$ cat src/scss_defines.svh
// constants of the system clock source selector
// assumes inclusion by the package, the design and the bench
`ifndef SCSS_DEFINES_SVH
`define SCSS_DEFINES_SVH

// ****************************************
// register offsets
// ****************************************
`define SCSS_ADDR_CTRL 8'h00
`define SCSS_ADDR_STAT 8'h01
`define SCSS_ADDR_FREQ 8'h02

// ****************************************
// field positions
// ****************************************
`define SCSS_NEXT_DIVIDER_SELECT_MSB 3
`define SCSS_NEXT_DIVIDER_SELECT_LSB 0
`define SCSS_NEXT_SOURCE_SELECT_MSB 6
`define SCSS_NEXT_SOURCE_SELECT_LSB 4
`define SCSS_BUSY_BIT 7

// ****************************************
// source codes, reset values
// ****************************************
`define SCSS_NEXT_SOURCE_SELECT_EXT_PLL 3'h2
`define SCSS_NEXT_SOURCE_SELECT_HF      3'h6
`define SCSS_NEXT_SOURCE_SELECT_LF      3'h5
`define SCSS_NEXT_SOURCE_SELECT_EXT     3'h7
`define SCSS_NEXT_DIVIDER_SELECT_MAX     4'h9
`define SCSS_NEXT_DIVIDER_SELECT_RESET   4'h0
`define SCSS_FREQ_RESET   4'h2
`define SCSS_FREQ_MAX     4'h8

// ****************************************
// external oscillator modes
// ****************************************
`define SCSS_FEXT_ECH 3'h0
`define SCSS_FEXT_ECM 3'h1
`define SCSS_FEXT_ECL 3'h2
`define SCSS_FEXT_LP  3'h4
`define SCSS_FEXT_XT  3'h5
`define SCSS_FEXT_HS  3'h6

// ****************************************
// timing counts
// ****************************************
`define SCSS_OST_TICKS 10'h3ff

`endif

$ cat src/scss_pkg.sv
// types of the system clock source selector
// assumes scss_defines.svh sits beside it
`include "scss_defines.svh"

package scss_pkg;
    typedef enum logic [1:0] {
        SRC_HF,
        SRC_LF,
        SRC_EXT,
        SRC_EXT_PLL
    } scss_src_t;

    typedef enum logic [1:0] {
        SW_IDLE,
        SW_WAIT_OLD,
        SW_START
    } scss_sw_state_t;
endpackage

$ cat src/scss_top.sv
// system clock source selector: picks a source, divides it,
// switches glitch-free and drives the clock-out pin
// assumes fast, slow and PLL sources arrive as ticks synchronous to sys_clk; the first pin as a level whose rising edges count
//
// Implementation choices: the address-and-strobe port and the address map.
`timescale 1ns/1ps
`default_nettype none
`include "scss_defines.svh"

// Behaviour
// - internal fast oscillator offers 1,2,4,8,12,16,32,48,64 MHz
// - software picks fast oscillator frequency via frequency register
// - slow internal oscillator is a fixed 31 kHz, not adjustable
// - system clock follows next-source field of control register
// - four-times PLL usable with the external clock
// - clock out drives second pin only if enabled and pin free
// - clock out runs at one quarter of system clock
// - after reset source comes from reset-source and external-mode config
// - writing next source and divider switches the clock at run time
// - external clock enters first pin, second pin freed
// - external clock has high, medium and low power levels
// - no start-up timer in external clock mode
// - stopped external clock halts block with state kept
// - low gain crystal mode sets lowest amplifier gain
// - medium gain crystal mode sets intermediate gain
// - high gain crystal mode sets highest gain
module scss_top
    import scss_pkg::*;
(
    // clock and reset
    input  wire logic       sys_clk,
    input  wire logic       rst,
    // register port
    input  wire logic [7:0] reg_addr,
    input  wire logic [7:0] reg_wdata,
    input  wire logic       reg_wr,
    input  wire logic       reg_rd,
    output logic      [7:0] reg_rdata,
    // configuration straps
    input  wire logic [2:0] reset_clock_source_cfg,
    input  wire logic [2:0] external_osc_mode_cfg,
    input  wire logic       clock_output_enable,
    // oscillator taps
    input  wire logic       crystal_in_pin,
    input  wire logic       hf_osc_tick,
    input  wire logic       lf_osc_tick,
    input  wire logic       pll_tick,
    // analog controls
    output logic      [3:0] internal_freq_select,
    output logic      [1:0] amp_gain,
    output logic      [1:0] ext_power,
    output logic            pll_enable,
    output logic            ost_active,
    // system clock
    output logic            fosc_tick,
    // second oscillator pin
    input  wire logic       clk_out_pin_in,
    output logic            clk_out_pin_out,
    output logic            clk_out_pin_oe,
    input  wire logic       gpio_out,
    input  wire logic       gpio_oe,
    output logic            gpio_in
);

    // ****************************************
    // code mapping
    // ****************************************
    function automatic scss_src_t code_to_src(input logic [2:0] c);
        scss_src_t s;
        s = SRC_HF;
        if (c == `SCSS_NEXT_SOURCE_SELECT_LF) s = SRC_LF;
        else if (c == `SCSS_NEXT_SOURCE_SELECT_EXT) s = SRC_EXT;
        else if (c == `SCSS_NEXT_SOURCE_SELECT_EXT_PLL) s = SRC_EXT_PLL;
        return s;
    endfunction

    function automatic logic code_ok(input logic [2:0] c);
        return c == `SCSS_NEXT_SOURCE_SELECT_HF || c == `SCSS_NEXT_SOURCE_SELECT_LF
            || c == `SCSS_NEXT_SOURCE_SELECT_EXT || c == `SCSS_NEXT_SOURCE_SELECT_EXT_PLL;
    endfunction

    function automatic logic [2:0] src_to_code(input scss_src_t s);
        logic [2:0] c;
        c = `SCSS_NEXT_SOURCE_SELECT_HF;
        case (s)
            SRC_LF:      c = `SCSS_NEXT_SOURCE_SELECT_LF;
            SRC_EXT:     c = `SCSS_NEXT_SOURCE_SELECT_EXT;
            SRC_EXT_PLL: c = `SCSS_NEXT_SOURCE_SELECT_EXT_PLL;
            default:     c = `SCSS_NEXT_SOURCE_SELECT_HF;
        endcase
        return c;
    endfunction

    // ****************************************
    // state
    // ****************************************
    logic [2:0]     next_source_select_reg;
    logic [3:0]     next_divider_select_reg;
    logic [3:0]     freq_reg;
    logic           cfg_loaded_reg;
    logic [2:0]     fext_reg;
    logic           cko_en_reg;
    scss_src_t      cur_src_reg;
    logic [3:0]     cur_div_reg;
    scss_sw_state_t state_reg;
    logic [8:0]     div_cnt_reg;
    logic [9:0]     ost_cnt_reg;
    logic [1:0]     cko_cnt_reg;
    logic           ext_prev_reg;
    logic           src_tick;
    logic           raw_tick;
    logic [8:0]     div_max;
    logic           xtal_mode;
    logic           ost_needed;
    logic           pending;
    logic           clkout_on;
    logic           ctrl_ok;

    // ****************************************
    // source taps
    // ****************************************
    always_ff @(posedge sys_clk or posedge rst) begin
        if (rst) begin
            ext_prev_reg <= 1'b0;
        end else begin
            ext_prev_reg <= crystal_in_pin;
        end
    end

    // a stopped source gives no ticks, so the divider freezes and a switch waits in SW_WAIT_OLD
    always_comb begin
        case (cur_src_reg)
            SRC_LF:      src_tick = lf_osc_tick;
            SRC_EXT:     src_tick = crystal_in_pin & ~ext_prev_reg;
            SRC_EXT_PLL: src_tick = pll_tick;
            default:     src_tick = hf_osc_tick;
        endcase
    end

    assign xtal_mode = fext_reg == `SCSS_FEXT_LP || fext_reg == `SCSS_FEXT_XT
                    || fext_reg == `SCSS_FEXT_HS;
    assign ost_needed = xtal_mode
                     && (cur_src_reg == SRC_EXT || cur_src_reg == SRC_EXT_PLL);
    assign div_max = 9'((10'h1 << cur_div_reg) - 10'h1);
    assign raw_tick = src_tick && div_cnt_reg == div_max
                   && state_reg != SW_START;
    assign pending = code_to_src(next_source_select_reg) != cur_src_reg
                  || next_divider_select_reg != cur_div_reg;
    assign clkout_on = cko_en_reg && !xtal_mode && cfg_loaded_reg;
    assign ctrl_ok = code_ok(reg_wdata[`SCSS_NEXT_SOURCE_SELECT_MSB:`SCSS_NEXT_SOURCE_SELECT_LSB])
                  && reg_wdata[`SCSS_NEXT_DIVIDER_SELECT_MSB:`SCSS_NEXT_DIVIDER_SELECT_LSB] <= `SCSS_NEXT_DIVIDER_SELECT_MAX;

    // ****************************************
    // configuration capture
    // ****************************************
    // straps are caught on the first edge after release
    always_ff @(posedge sys_clk or posedge rst) begin
        if (rst) begin
            cfg_loaded_reg <= 1'b0;
            fext_reg       <= `SCSS_FEXT_ECH;
            cko_en_reg     <= 1'b0;
        end else if (!cfg_loaded_reg) begin
            cfg_loaded_reg <= 1'b1;
            fext_reg       <= external_osc_mode_cfg;
            cko_en_reg     <= clock_output_enable;
        end
    end

    // ****************************************
    // software registers
    // ****************************************
    // a control write with a reserved code or divider is dropped
    always_ff @(posedge sys_clk or posedge rst) begin
        if (rst) begin
            next_source_select_reg <= `SCSS_NEXT_SOURCE_SELECT_HF;
            next_divider_select_reg <= `SCSS_NEXT_DIVIDER_SELECT_RESET;
            freq_reg <= `SCSS_FREQ_RESET;
        end else if (!cfg_loaded_reg) begin
            next_source_select_reg <= src_to_code(code_to_src(reset_clock_source_cfg));
            next_divider_select_reg <= `SCSS_NEXT_DIVIDER_SELECT_RESET;
        end else if (reg_wr) begin
            if (reg_addr == `SCSS_ADDR_CTRL && ctrl_ok) begin
                next_source_select_reg <= reg_wdata[`SCSS_NEXT_SOURCE_SELECT_MSB:`SCSS_NEXT_SOURCE_SELECT_LSB];
                next_divider_select_reg <= reg_wdata[`SCSS_NEXT_DIVIDER_SELECT_MSB:`SCSS_NEXT_DIVIDER_SELECT_LSB];
            end else if (reg_addr == `SCSS_ADDR_FREQ
                         && reg_wdata[3:0] <= `SCSS_FREQ_MAX) begin
                freq_reg <= reg_wdata[3:0];
            end
        end
    end

    always_ff @(posedge sys_clk or posedge rst) begin
        if (rst) begin
            reg_rdata <= 8'h00;
        end else if (reg_rd) begin
            if (reg_addr == `SCSS_ADDR_CTRL) begin
                reg_rdata <= {1'b0, next_source_select_reg, next_divider_select_reg};
            end else if (reg_addr == `SCSS_ADDR_STAT) begin
                reg_rdata <= {state_reg != SW_IDLE,
                              src_to_code(cur_src_reg), cur_div_reg};
            end else if (reg_addr == `SCSS_ADDR_FREQ) begin
                reg_rdata <= {4'h0, freq_reg};
            end else begin
                reg_rdata <= 8'h00;
            end
        end else begin
            reg_rdata <= 8'h00;
        end
    end

    // ****************************************
    // switch sequencer
    // ****************************************
    // the old source finishes its period before the new one is taken
    always_ff @(posedge sys_clk or posedge rst) begin
        if (rst) begin
            state_reg   <= SW_START;
            cur_src_reg <= SRC_HF;
            cur_div_reg <= `SCSS_NEXT_DIVIDER_SELECT_RESET;
            ost_cnt_reg <= 10'h000;
        end else if (!cfg_loaded_reg) begin
            state_reg   <= SW_START;
            cur_src_reg <= code_to_src(reset_clock_source_cfg);
            cur_div_reg <= `SCSS_NEXT_DIVIDER_SELECT_RESET;
            ost_cnt_reg <= 10'h000;
        end else begin
            case (state_reg)
                SW_IDLE: begin
                    if (pending) state_reg <= SW_WAIT_OLD;
                end
                SW_WAIT_OLD: begin
                    if (raw_tick) begin
                        cur_src_reg <= code_to_src(next_source_select_reg);
                        cur_div_reg <= next_divider_select_reg;
                        ost_cnt_reg <= 10'h000;
                        state_reg   <= SW_START;
                    end
                end
                default: begin
                    if (!ost_needed) begin
                        state_reg <= SW_IDLE;
                    end else if (src_tick) begin
                        if (ost_cnt_reg == `SCSS_OST_TICKS) state_reg <= SW_IDLE;
                        ost_cnt_reg <= ost_cnt_reg + 10'h001;
                    end
                end
            endcase
        end
    end

    // ****************************************
    // divider
    // ****************************************
    always_ff @(posedge sys_clk or posedge rst) begin
        if (rst) begin
            div_cnt_reg <= 9'h000;
        end else if (state_reg == SW_START || !cfg_loaded_reg) begin
            div_cnt_reg <= 9'h000;
        end else if (src_tick) begin
            div_cnt_reg <= raw_tick ? 9'h000 : div_cnt_reg + 9'h001;
        end
    end

    always_ff @(posedge sys_clk or posedge rst) begin
        if (rst) begin
            fosc_tick <= 1'b0;
        end else begin
            fosc_tick <= raw_tick;
        end
    end

    // ****************************************
    // analog controls
    // ****************************************
    always_ff @(posedge sys_clk or posedge rst) begin
        if (rst) begin
            internal_freq_select <= `SCSS_FREQ_RESET;
            amp_gain             <= 2'h0;
            ext_power            <= 2'h0;
            pll_enable           <= 1'b0;
            ost_active           <= 1'b0;
        end else begin
            internal_freq_select <= freq_reg;
            pll_enable <= cur_src_reg == SRC_EXT_PLL;
            ost_active <= state_reg == SW_START && ost_needed;
            case (fext_reg)
                `SCSS_FEXT_LP: amp_gain <= 2'h1;
                `SCSS_FEXT_XT: amp_gain <= 2'h2;
                `SCSS_FEXT_HS: amp_gain <= 2'h3;
                default:       amp_gain <= 2'h0;
            endcase
            case (fext_reg)
                `SCSS_FEXT_ECH: ext_power <= 2'h3;
                `SCSS_FEXT_ECM: ext_power <= 2'h2;
                `SCSS_FEXT_ECL: ext_power <= 2'h1;
                default:        ext_power <= 2'h0;
            endcase
        end
    end

    // ****************************************
    // clock out pin
    // ****************************************
    // two ticks high, two low: a quarter of the system rate
    always_ff @(posedge sys_clk or posedge rst) begin
        if (rst) begin
            cko_cnt_reg <= 2'h0;
        end else if (raw_tick) begin
            cko_cnt_reg <= cko_cnt_reg + 2'h1;
        end
    end

    // crystal modes own the pin for the amplifier
    always_ff @(posedge sys_clk or posedge rst) begin
        if (rst) begin
            clk_out_pin_out <= 1'b0;
            clk_out_pin_oe  <= 1'b0;
            gpio_in         <= 1'b0;
        end else begin
            clk_out_pin_out <= clkout_on ? cko_cnt_reg[1] : gpio_out;
            clk_out_pin_oe  <= clkout_on || (!xtal_mode && gpio_oe);
            gpio_in         <= xtal_mode ? 1'b0 : clk_out_pin_in;
        end
    end

    // ****************************************
    // checks
    // ****************************************
    a_freq_code_range: assert property (
        @(posedge sys_clk) disable iff (rst)
        internal_freq_select <= `SCSS_FREQ_MAX)
        else $error("fast oscillator code out of range");

    a_freq_write_lands: assert property (
        @(posedge sys_clk) disable iff (rst)
        reg_wr && reg_addr == `SCSS_ADDR_FREQ && reg_wdata[3:0] <= `SCSS_FREQ_MAX
        |-> ##2 internal_freq_select == $past(reg_wdata[3:0], 2))
        else $error("frequency write not applied");

    a_lf_tick_source: assert property (
        @(posedge sys_clk) disable iff (rst)
        raw_tick && cur_src_reg == SRC_LF |-> lf_osc_tick)
        else $error("slow source tick without oscillator");

    a_pll_follows_src: assert property (
        @(posedge sys_clk) disable iff (rst)
        cur_src_reg == SRC_EXT_PLL |=> pll_enable)
        else $error("pll not enabled");

    a_xtal_pin_free: assert property (
        @(posedge sys_clk) disable iff (rst)
        xtal_mode |=> !clk_out_pin_oe)
        else $error("pin driven in crystal mode");

    a_clkout_quarter: assert property (
        @(posedge sys_clk) disable iff (rst)
        clkout_on && raw_tick && cko_cnt_reg[0]
        |-> ##2 clk_out_pin_out != $past(clk_out_pin_out))
        else $error("clock out not at quarter rate");

    a_reset_source: assert property (
        @(posedge sys_clk) disable iff (rst)
        !cfg_loaded_reg |=> cur_src_reg == code_to_src($past(reset_clock_source_cfg)))
        else $error("reset source not from config");

    a_switch_take: assert property (
        @(posedge sys_clk) disable iff (rst)
        state_reg == SW_WAIT_OLD && raw_tick
        |=> cur_src_reg == code_to_src($past(next_source_select_reg)) && state_reg == SW_START)
        else $error("switch did not take new source");

    a_ec_no_ost: assert property (
        @(posedge sys_clk) disable iff (rst)
        cfg_loaded_reg && state_reg == SW_START && !ost_needed |=> state_reg == SW_IDLE)
        else $error("start-up wait in external clock mode");

    a_halt_keeps: assert property (
        @(posedge sys_clk) disable iff (rst)
        state_reg == SW_IDLE && !src_tick && !pending |=> $stable(div_cnt_reg))
        else $error("state moved without source tick");

    a_gain_map: assert property (
        @(posedge sys_clk) disable iff (rst)
        fext_reg == `SCSS_FEXT_HS |=> amp_gain == 2'h3)
        else $error("high gain not selected");

    a_no_runt: assert property (
        @(posedge sys_clk) disable iff (rst)
        state_reg == SW_START |=> !fosc_tick)
        else $error("tick during source switch");

endmodule // scss_top

`default_nettype wire

$ cat config.mk
export PLATFORM = sky130hd
export DESIGN_NAME = scss_top
export DESIGN_NICKNAME = d
export VERILOG_FILES = /design/src/scss_pkg.sv /design/src/scss_top.sv
export VERILOG_INCLUDE_DIRS = /design/src
export SDC_FILE = /design/constraint.sdc
export NUM_CORES = 1
export LEC_CHECK = 0
export BUFFER_PORTS_ARGS = -buffer_cell sky130_fd_sc_hd__buf_2
export CORE_ASPECT_RATIO = 1.1
export CORE_MARGIN = 2
export CORE_UTILIZATION = 35
export DETAILED_ROUTE_END_ITERATION = 7
export GPL_TIMING_DRIVEN = 0
export PLACE_DENSITY = 0.57
export SKIP_LAST_GASP = 1
export SLEW_MARGIN = 20
export SYNTH_ARGS = -nofsm -noshare
export SYNTH_HDL_FRONTEND = slang
export SYNTH_SLANG_ARGS = --single-unit
$ cat constraint.sdc
create_clock -name sys_clk -period 3.2 [get_ports sys_clk]
set_input_delay 0.32 -clock sys_clk [delete_from_list [all_inputs] [get_ports sys_clk]]
set_output_delay 0.32 -clock sys_clk [all_outputs]
set_load 0.01 [all_outputs]
Word level (Yosys, flattened, before mapping)
Index checks and enable logic that the tools add are counted.
W data, S select, Z words.
Operators by class
  add/subtract/negate cells: 4
  $lt $le $gt $ge: 2
  equal/unequal tests: 41
  shifts and indexed selects: 1
  multiplexer cells: 45
  bitwise logic cells: 3
  reductions and logical operators: 31
Operator list (number)
  $mux W10: 4
  $mux W2: 16
  $eq A3 B3 Y1 const B: 10
  $mux W4: 7
  $mux W9: 3
  $mux W8: 3
  $pmux W10 S2: 1
  $pmux W3 S3: 2
  $eq A3 B2 Y1 const B: 4
  $pmux W2 S3: 2
  $reduce_and A4 Y1: 3
  $add A10 B1 Y10 const B: 1
  $eq A10 B10 Y1 const B: 1
  $eq A2 B2 Y1 const B: 5
  $logic_and A1 B1 Y1: 10
  $add A9 B1 Y9 const B: 1
  $eq A9 B9 Y1: 1
  $logic_or A1 B1 Y1: 9
  $mux W3: 3
  $shl A1 B4 Y9 const A: 1
  $sub A9 B1 Y9 const B: 1
  $eq A8 B1 Y1 const B: 1
  $eq A8 B2 Y1 const B: 1
  $le A4 B4 Y1 const B: 2
  other kinds (22): 35
Word-level totals
  register bits: 68
  input port bits: 34

Longest topological paths before layout
  word-level depth: 9
  gate-level depth with buffers: 10
  mapped depth without buffers: 8

Worst setup path before layout
OpenSTA, ideal clock, no wires.
  path kind: register to register
  from: register cur_div_reg[3]
  to: register cur_src_reg[1]
  library setup time: 0.081 ns
  data arrival time: 2.931 ns
  setup slack: 0.188 ns
  stages on the path, launching flop included: 11
  path buffers: 2
  period minus slack after synthesis: 3.012 ns
  cells stage by stage: dfrtp_1 > buf_6 > clkbuf_1 > or4b_2 > ha_1 > and2_1 > o211ai_1 > o221a_2 > nand4_4 > mux2_4 > mux2i_4
On the way
  word-level cells in the longest chain between the ends: 7
RTL lines
  start, declared: RTL line scss_top.sv:104  | logic [3:0] cur_div_reg;
  start signal, assigned: RTL line scss_top.sv:219  | cur_div_reg <= `SCSS_NEXT_DIVIDER_SELECT_RESET;
  start signal, assigned: RTL line scss_top.sv:224  | cur_div_reg <= `SCSS_NEXT_DIVIDER_SELECT_RESET;
  start signal, assigned: RTL line scss_top.sv:234  | cur_div_reg <= next_divider_select_reg;
  $shl A1 B4 Y9: RTL line scss_top.sv:144  | assign div_max = 9'((10'h1 << cur_div_reg) - 10'h1);
  $sub A9 B1 Y9: RTL line scss_top.sv:144
  $eq A9 B9 Y1: RTL line scss_top.sv:145  | assign raw_tick = src_tick && div_cnt_reg == div_max
  $logic_and A1 B1 Y1: RTL line scss_top.sv:145
  $logic_and A1 B1 Y1: RTL line scss_top.sv:146  | && state_reg != SW_START;
  $ne A2 B1 Y1 (no source line)
  $reduce_and A2 Y1 (no source line)
  end signal, assigned: RTL line scss_top.sv:223  | cur_src_reg <= code_to_src(reset_clock_source_cfg);
  end signal, assigned: RTL line scss_top.sv:233  | cur_src_reg <= code_to_src(next_source_select_reg);
  end, declared: RTL line scss_top.sv:103  | scss_src_t cur_src_reg;
Every way passes these cells.
A chain may end at the register's enable or synchronous reset.

Final worst setup path
Ends and elaborated chain as after synthesis.

==> metrics.md <==
| Metric | Value |
|---|---|
| Synth Flop Type | `dfrtp_1` |
| Crit path launch type | `register` |
| Die W | `100 um` |
| WP data required | `3.48 ns` |
| Final cell count without fillers | `540` |
| Worst vdd rail ir drop | `0.243 mV` |
| Port bufs | `53` |
| # diodes | `0` |
| Crit path cell chain | `buf_6 > clkbuf_4 > or4b_4 > ha_4 > xor2_1 > nand3_1 > a311oi_4 > nand4_4 > mux2_4 > mux2i_4` |
| First-pass GRT wire length | `12.8 mm` |
| Worst slew pin tran | `0.629 ns` |
| Largest net degree at the start of global routing | `47` |
| Synth-to-Final Area Change | `19.2%` |
| Simple-gate portion of the synthesized area | `20.4%` |
| Worst setup path class | `reg2reg` |
| Final worst slack | `0.265 ns` |
| Ys Warns | `0` |
| CP max FO | `10` |
| Max Freq | `341 MHz` |
| RSZ-0062 raised after global routing | `no` |
| Largest stage delay, worst path | `0.56 ns` |
| Worst EP arrival | `3.21 ns` |
| Fin crit share | `91.7%` |
| Xor/xnor cell area share of the yosys netlist | `6.16%` |
| Avg Cell Area, Syn | `10.2 um^2` |
| CTS Buffer Depth | `2` |
| Clock Skews | `0.00875 ns` |
| Post-synth cell types | `56` |
| Std cell rows | `38` |
| Die height | `110 um` |
| Minimum clock period | `2.94 ns` |
| Routed length per instance | `13.9 um` |
| Post-place setup slack | `-0.122 ns` |
| Syn Nets | `389` |
| Clock transition at path regs | `0.07 ns` |
| GRT Residual Overflow | `0` |
| Max reg flops | `10` |
| Bufs and invs on worst path | `2` |
| Post-route ant nets | `0` |
| Vias in the first global route | `2,683` |
| #FFs+latches synth | `68` |
| Seq/Total Area, Yosys | `48.0%` |
| P_leak | `1.91 nW` |
| Status | `complete, no violations` |
| Total number of vias | `2,674` |
| Max-cap violations | `0` |
| Final hold vios | `0` |
| Slowest cell on crit path | `or4b_4` |
| Clock sink count | `68` |
| Residual DRC count | `0` |
| Worst slew margin | `57.8%` |
| Mapped Area | `0.00355 mm^2` |
| PD cells | `446 mW/mm^2` |
| DR pass1 iterations | `4` |
| I/O pin cnt | `56` |
| Cts bufs inserted | `9` |
| Core area | `0.00989 mm^2` |
| Final setup viols | `0` |
| Number of synthesized flops with an enable pin | `0` |
| Clock root buffer | `clkbuf_8` |
| Mux share of post-synthesis cell area | `8.94%` |
| Total wire length | `7.49 mm` |
| Cell count after placement | `521` |
| Layout cells sized above 1 | `24.8%` |
| Nets@finish | `457` |
| Initial Utilization | `35.9%` |
| Worst setup EP type | `register` |
| Final Util | `42.9%` |
| Floorplan die area | `0.0110 mm^2` |
| H-tree depth | `3` |
| GP Congestion | `0.754` |
| Largest family of logic cells by synthesized area | `simple AND/OR/NAND/NOR gates` |
| Worst skew pair latency | `0.35 ns` |
| DR iter-0 viols | `112` |
| CTS tree | `done` |
| Vias per cell | `4.95` |
| Cells after Synth | `347` |
| Dpl hpwl | `5.39 mm` |
| Initial antenna violation count | `0` |
| Adder-cell share of the synthesized area | `2.82%` |
| Post-synthesis compound-gate area fraction | `10.7%` |
| Gr usage total | `15.0%` |
| Total Power | `1.89 mW` |
| CP top delay family | `simple AND/OR/NAND/NOR gates` |
| WHS | `0.0835 ns` |
| Hold Path Class | `in2reg` |
| Final Slew Violations | `0` |
| Asr flop ratio synth | `100%` |
## timing repair
item,in CTS,in global routing
hold endpoints to repair,19,0
gates resized for setup,2,6
setup buffers,1,0
cloned,1,0
endpoints found under the setup margin,21,29
pin swaps,3,4
hold buffers,1,0
## Yosys cell counts, types with 3 or more instances
library cell	count	area share, %
dfstp_2	5	3.7
nand2b_1	4	0.70
nor4b_1	3	0.74
o21ai_0	12	1.7
xor2_1	9	2.2
nor2_1	39	4.1
nor2b_1	12	2.1
nor3_1	9	1.3
clkbuf_1	8	0.84
nand2_1	33	3.5
a31oi_1	3	0.53
o211ai_1	9	1.9
ha_1	8	2.8
mux2i_1	19	5.4
xnor2_1	16	3.9
dfrtp_1	63	44
and3_1	5	0.88
buf_1	3	0.32
inv_1	10	1.1
a21oi_1	12	1.7
nand3_1	11	1.5
and2_1	4	0.70
mux2_2	8	2.5
## power breakdown
part | switching [mW] | internal [mW] | total, mW
clock | 0.331 | 0.358 | 0.688
sequential | 0.0326 | 0.907 | 0.940
combinational | 0.154 | 0.107 | 0.261
total | 0.518 | 1.37 | 1.89
## cells by family (layout without fill, tap and decap cells)
group,count (synthesis),after routing
AND/OR/NAND/NOR,139,139
other,1,1
multiplexers,29,29
adder cells (fa/ha/maj),8,8
flip-flops,68,68
AO/OA/AOI/OAI,53,54
buffers and inverters,24,96
XOR/XNOR,25,25
## through the flow
step / setup TNS, ns / cell area, um^2
after floorplan: 0 / 3550
after global placement: -0.728 / 3970
after detailed placement: -1.58 / 4000
after CTS: 0 / 4220
after global routing: 0 / 4240
final: 0 / 4240
## layout by cell type (no fill, tap or decap), types with 3 or more instances in the layout
cell type / netlist / layout
nand2b_1: 4 / 4
clkbuf_1: 8 / 9
nor3_1: 9 / 9
and2_1: 4 / 4
mux2i_1: 19 / 19
dfstp_2: 5 / 5
xor2_1: 9 / 9
nor2_1: 39 / 39
nor2b_1: 12 / 12
mux2_2: 8 / 8
a31oi_1: 3 / 3
nor4b_1: 3 / 3
ha_1: 8 / 7
clkinv_2: 0 / 3
o211ai_1: 9 / 9
buf_2: 1 / 54
xnor2_1: 16 / 16
inv_1: 10 / 9
clkbuf_8: 0 / 9
and3_1: 5 / 5
o21ai_0: 12 / 12
dfrtp_1: 63 / 63
nand3_1: 11 / 11
a21oi_1: 12 / 12
nand2_1: 33 / 32
buf_1: 3 / 3
## worst reg2reg max path: stages, from the launching register on
cell	delay [ns]
dfrtp_1	0.37
buf_6	0.13
clkbuf_4	0.18
or4b_4	0.56
ha_4	0.29
xor2_1	0.14
nand3_1	0.13
a311oi_4	0.37
nand4_4	0.20
mux2_4	0.37
mux2i_4	0.13
## cell type report
class | count | area [um^2]
fill | 977 | 5650
clock buffer | 11 | 131
tap | 120 | 150
clock inverter | 5 | 53.8
sequential | 68 | 1710
inverter | 10 | 40.0
timing repair buffer | 56 | 314
buffer | 14 | 66.3
multi-input combinational | 256 | 1770
## worst paths after layout
path / cells past startpoint / startpoint / to / slack, ns
max: 10 / cur_div_reg[3]$_DFFE_PP0P_ / cur_src_reg[1]$_DFFE_PP0P_ / 0.26
min in group asynchronous: 3 / rst / clk_out_pin_out$_DFF_PP0_ / 0.47
min: 1 / crystal_in_pin / ext_prev_reg$_DFF_PP0_ / 0.08
max in group asynchronous: 4 / rst / freq_reg[1]$_DFFE_PP1P_ / 2.14
max reg2reg: 10 / cur_div_reg[3]$_DFFE_PP0P_ / cur_src_reg[1]$_DFFE_PP0P_ / 0.26
min reg2reg: 0 / freq_reg[1]$_DFFE_PP1P_ / internal_freq_select[1]$_DFF_PP1_ / 0.38
## layer usage
layer / track usage, % / part of all wire [%]
met4: 8.51 / 2.9
met5: 0 / 0
met2: 23.6 / 46
met1: 19.6 / 48
met3: 2.80 / 3.0
Power figures use the tool's default switching activity.
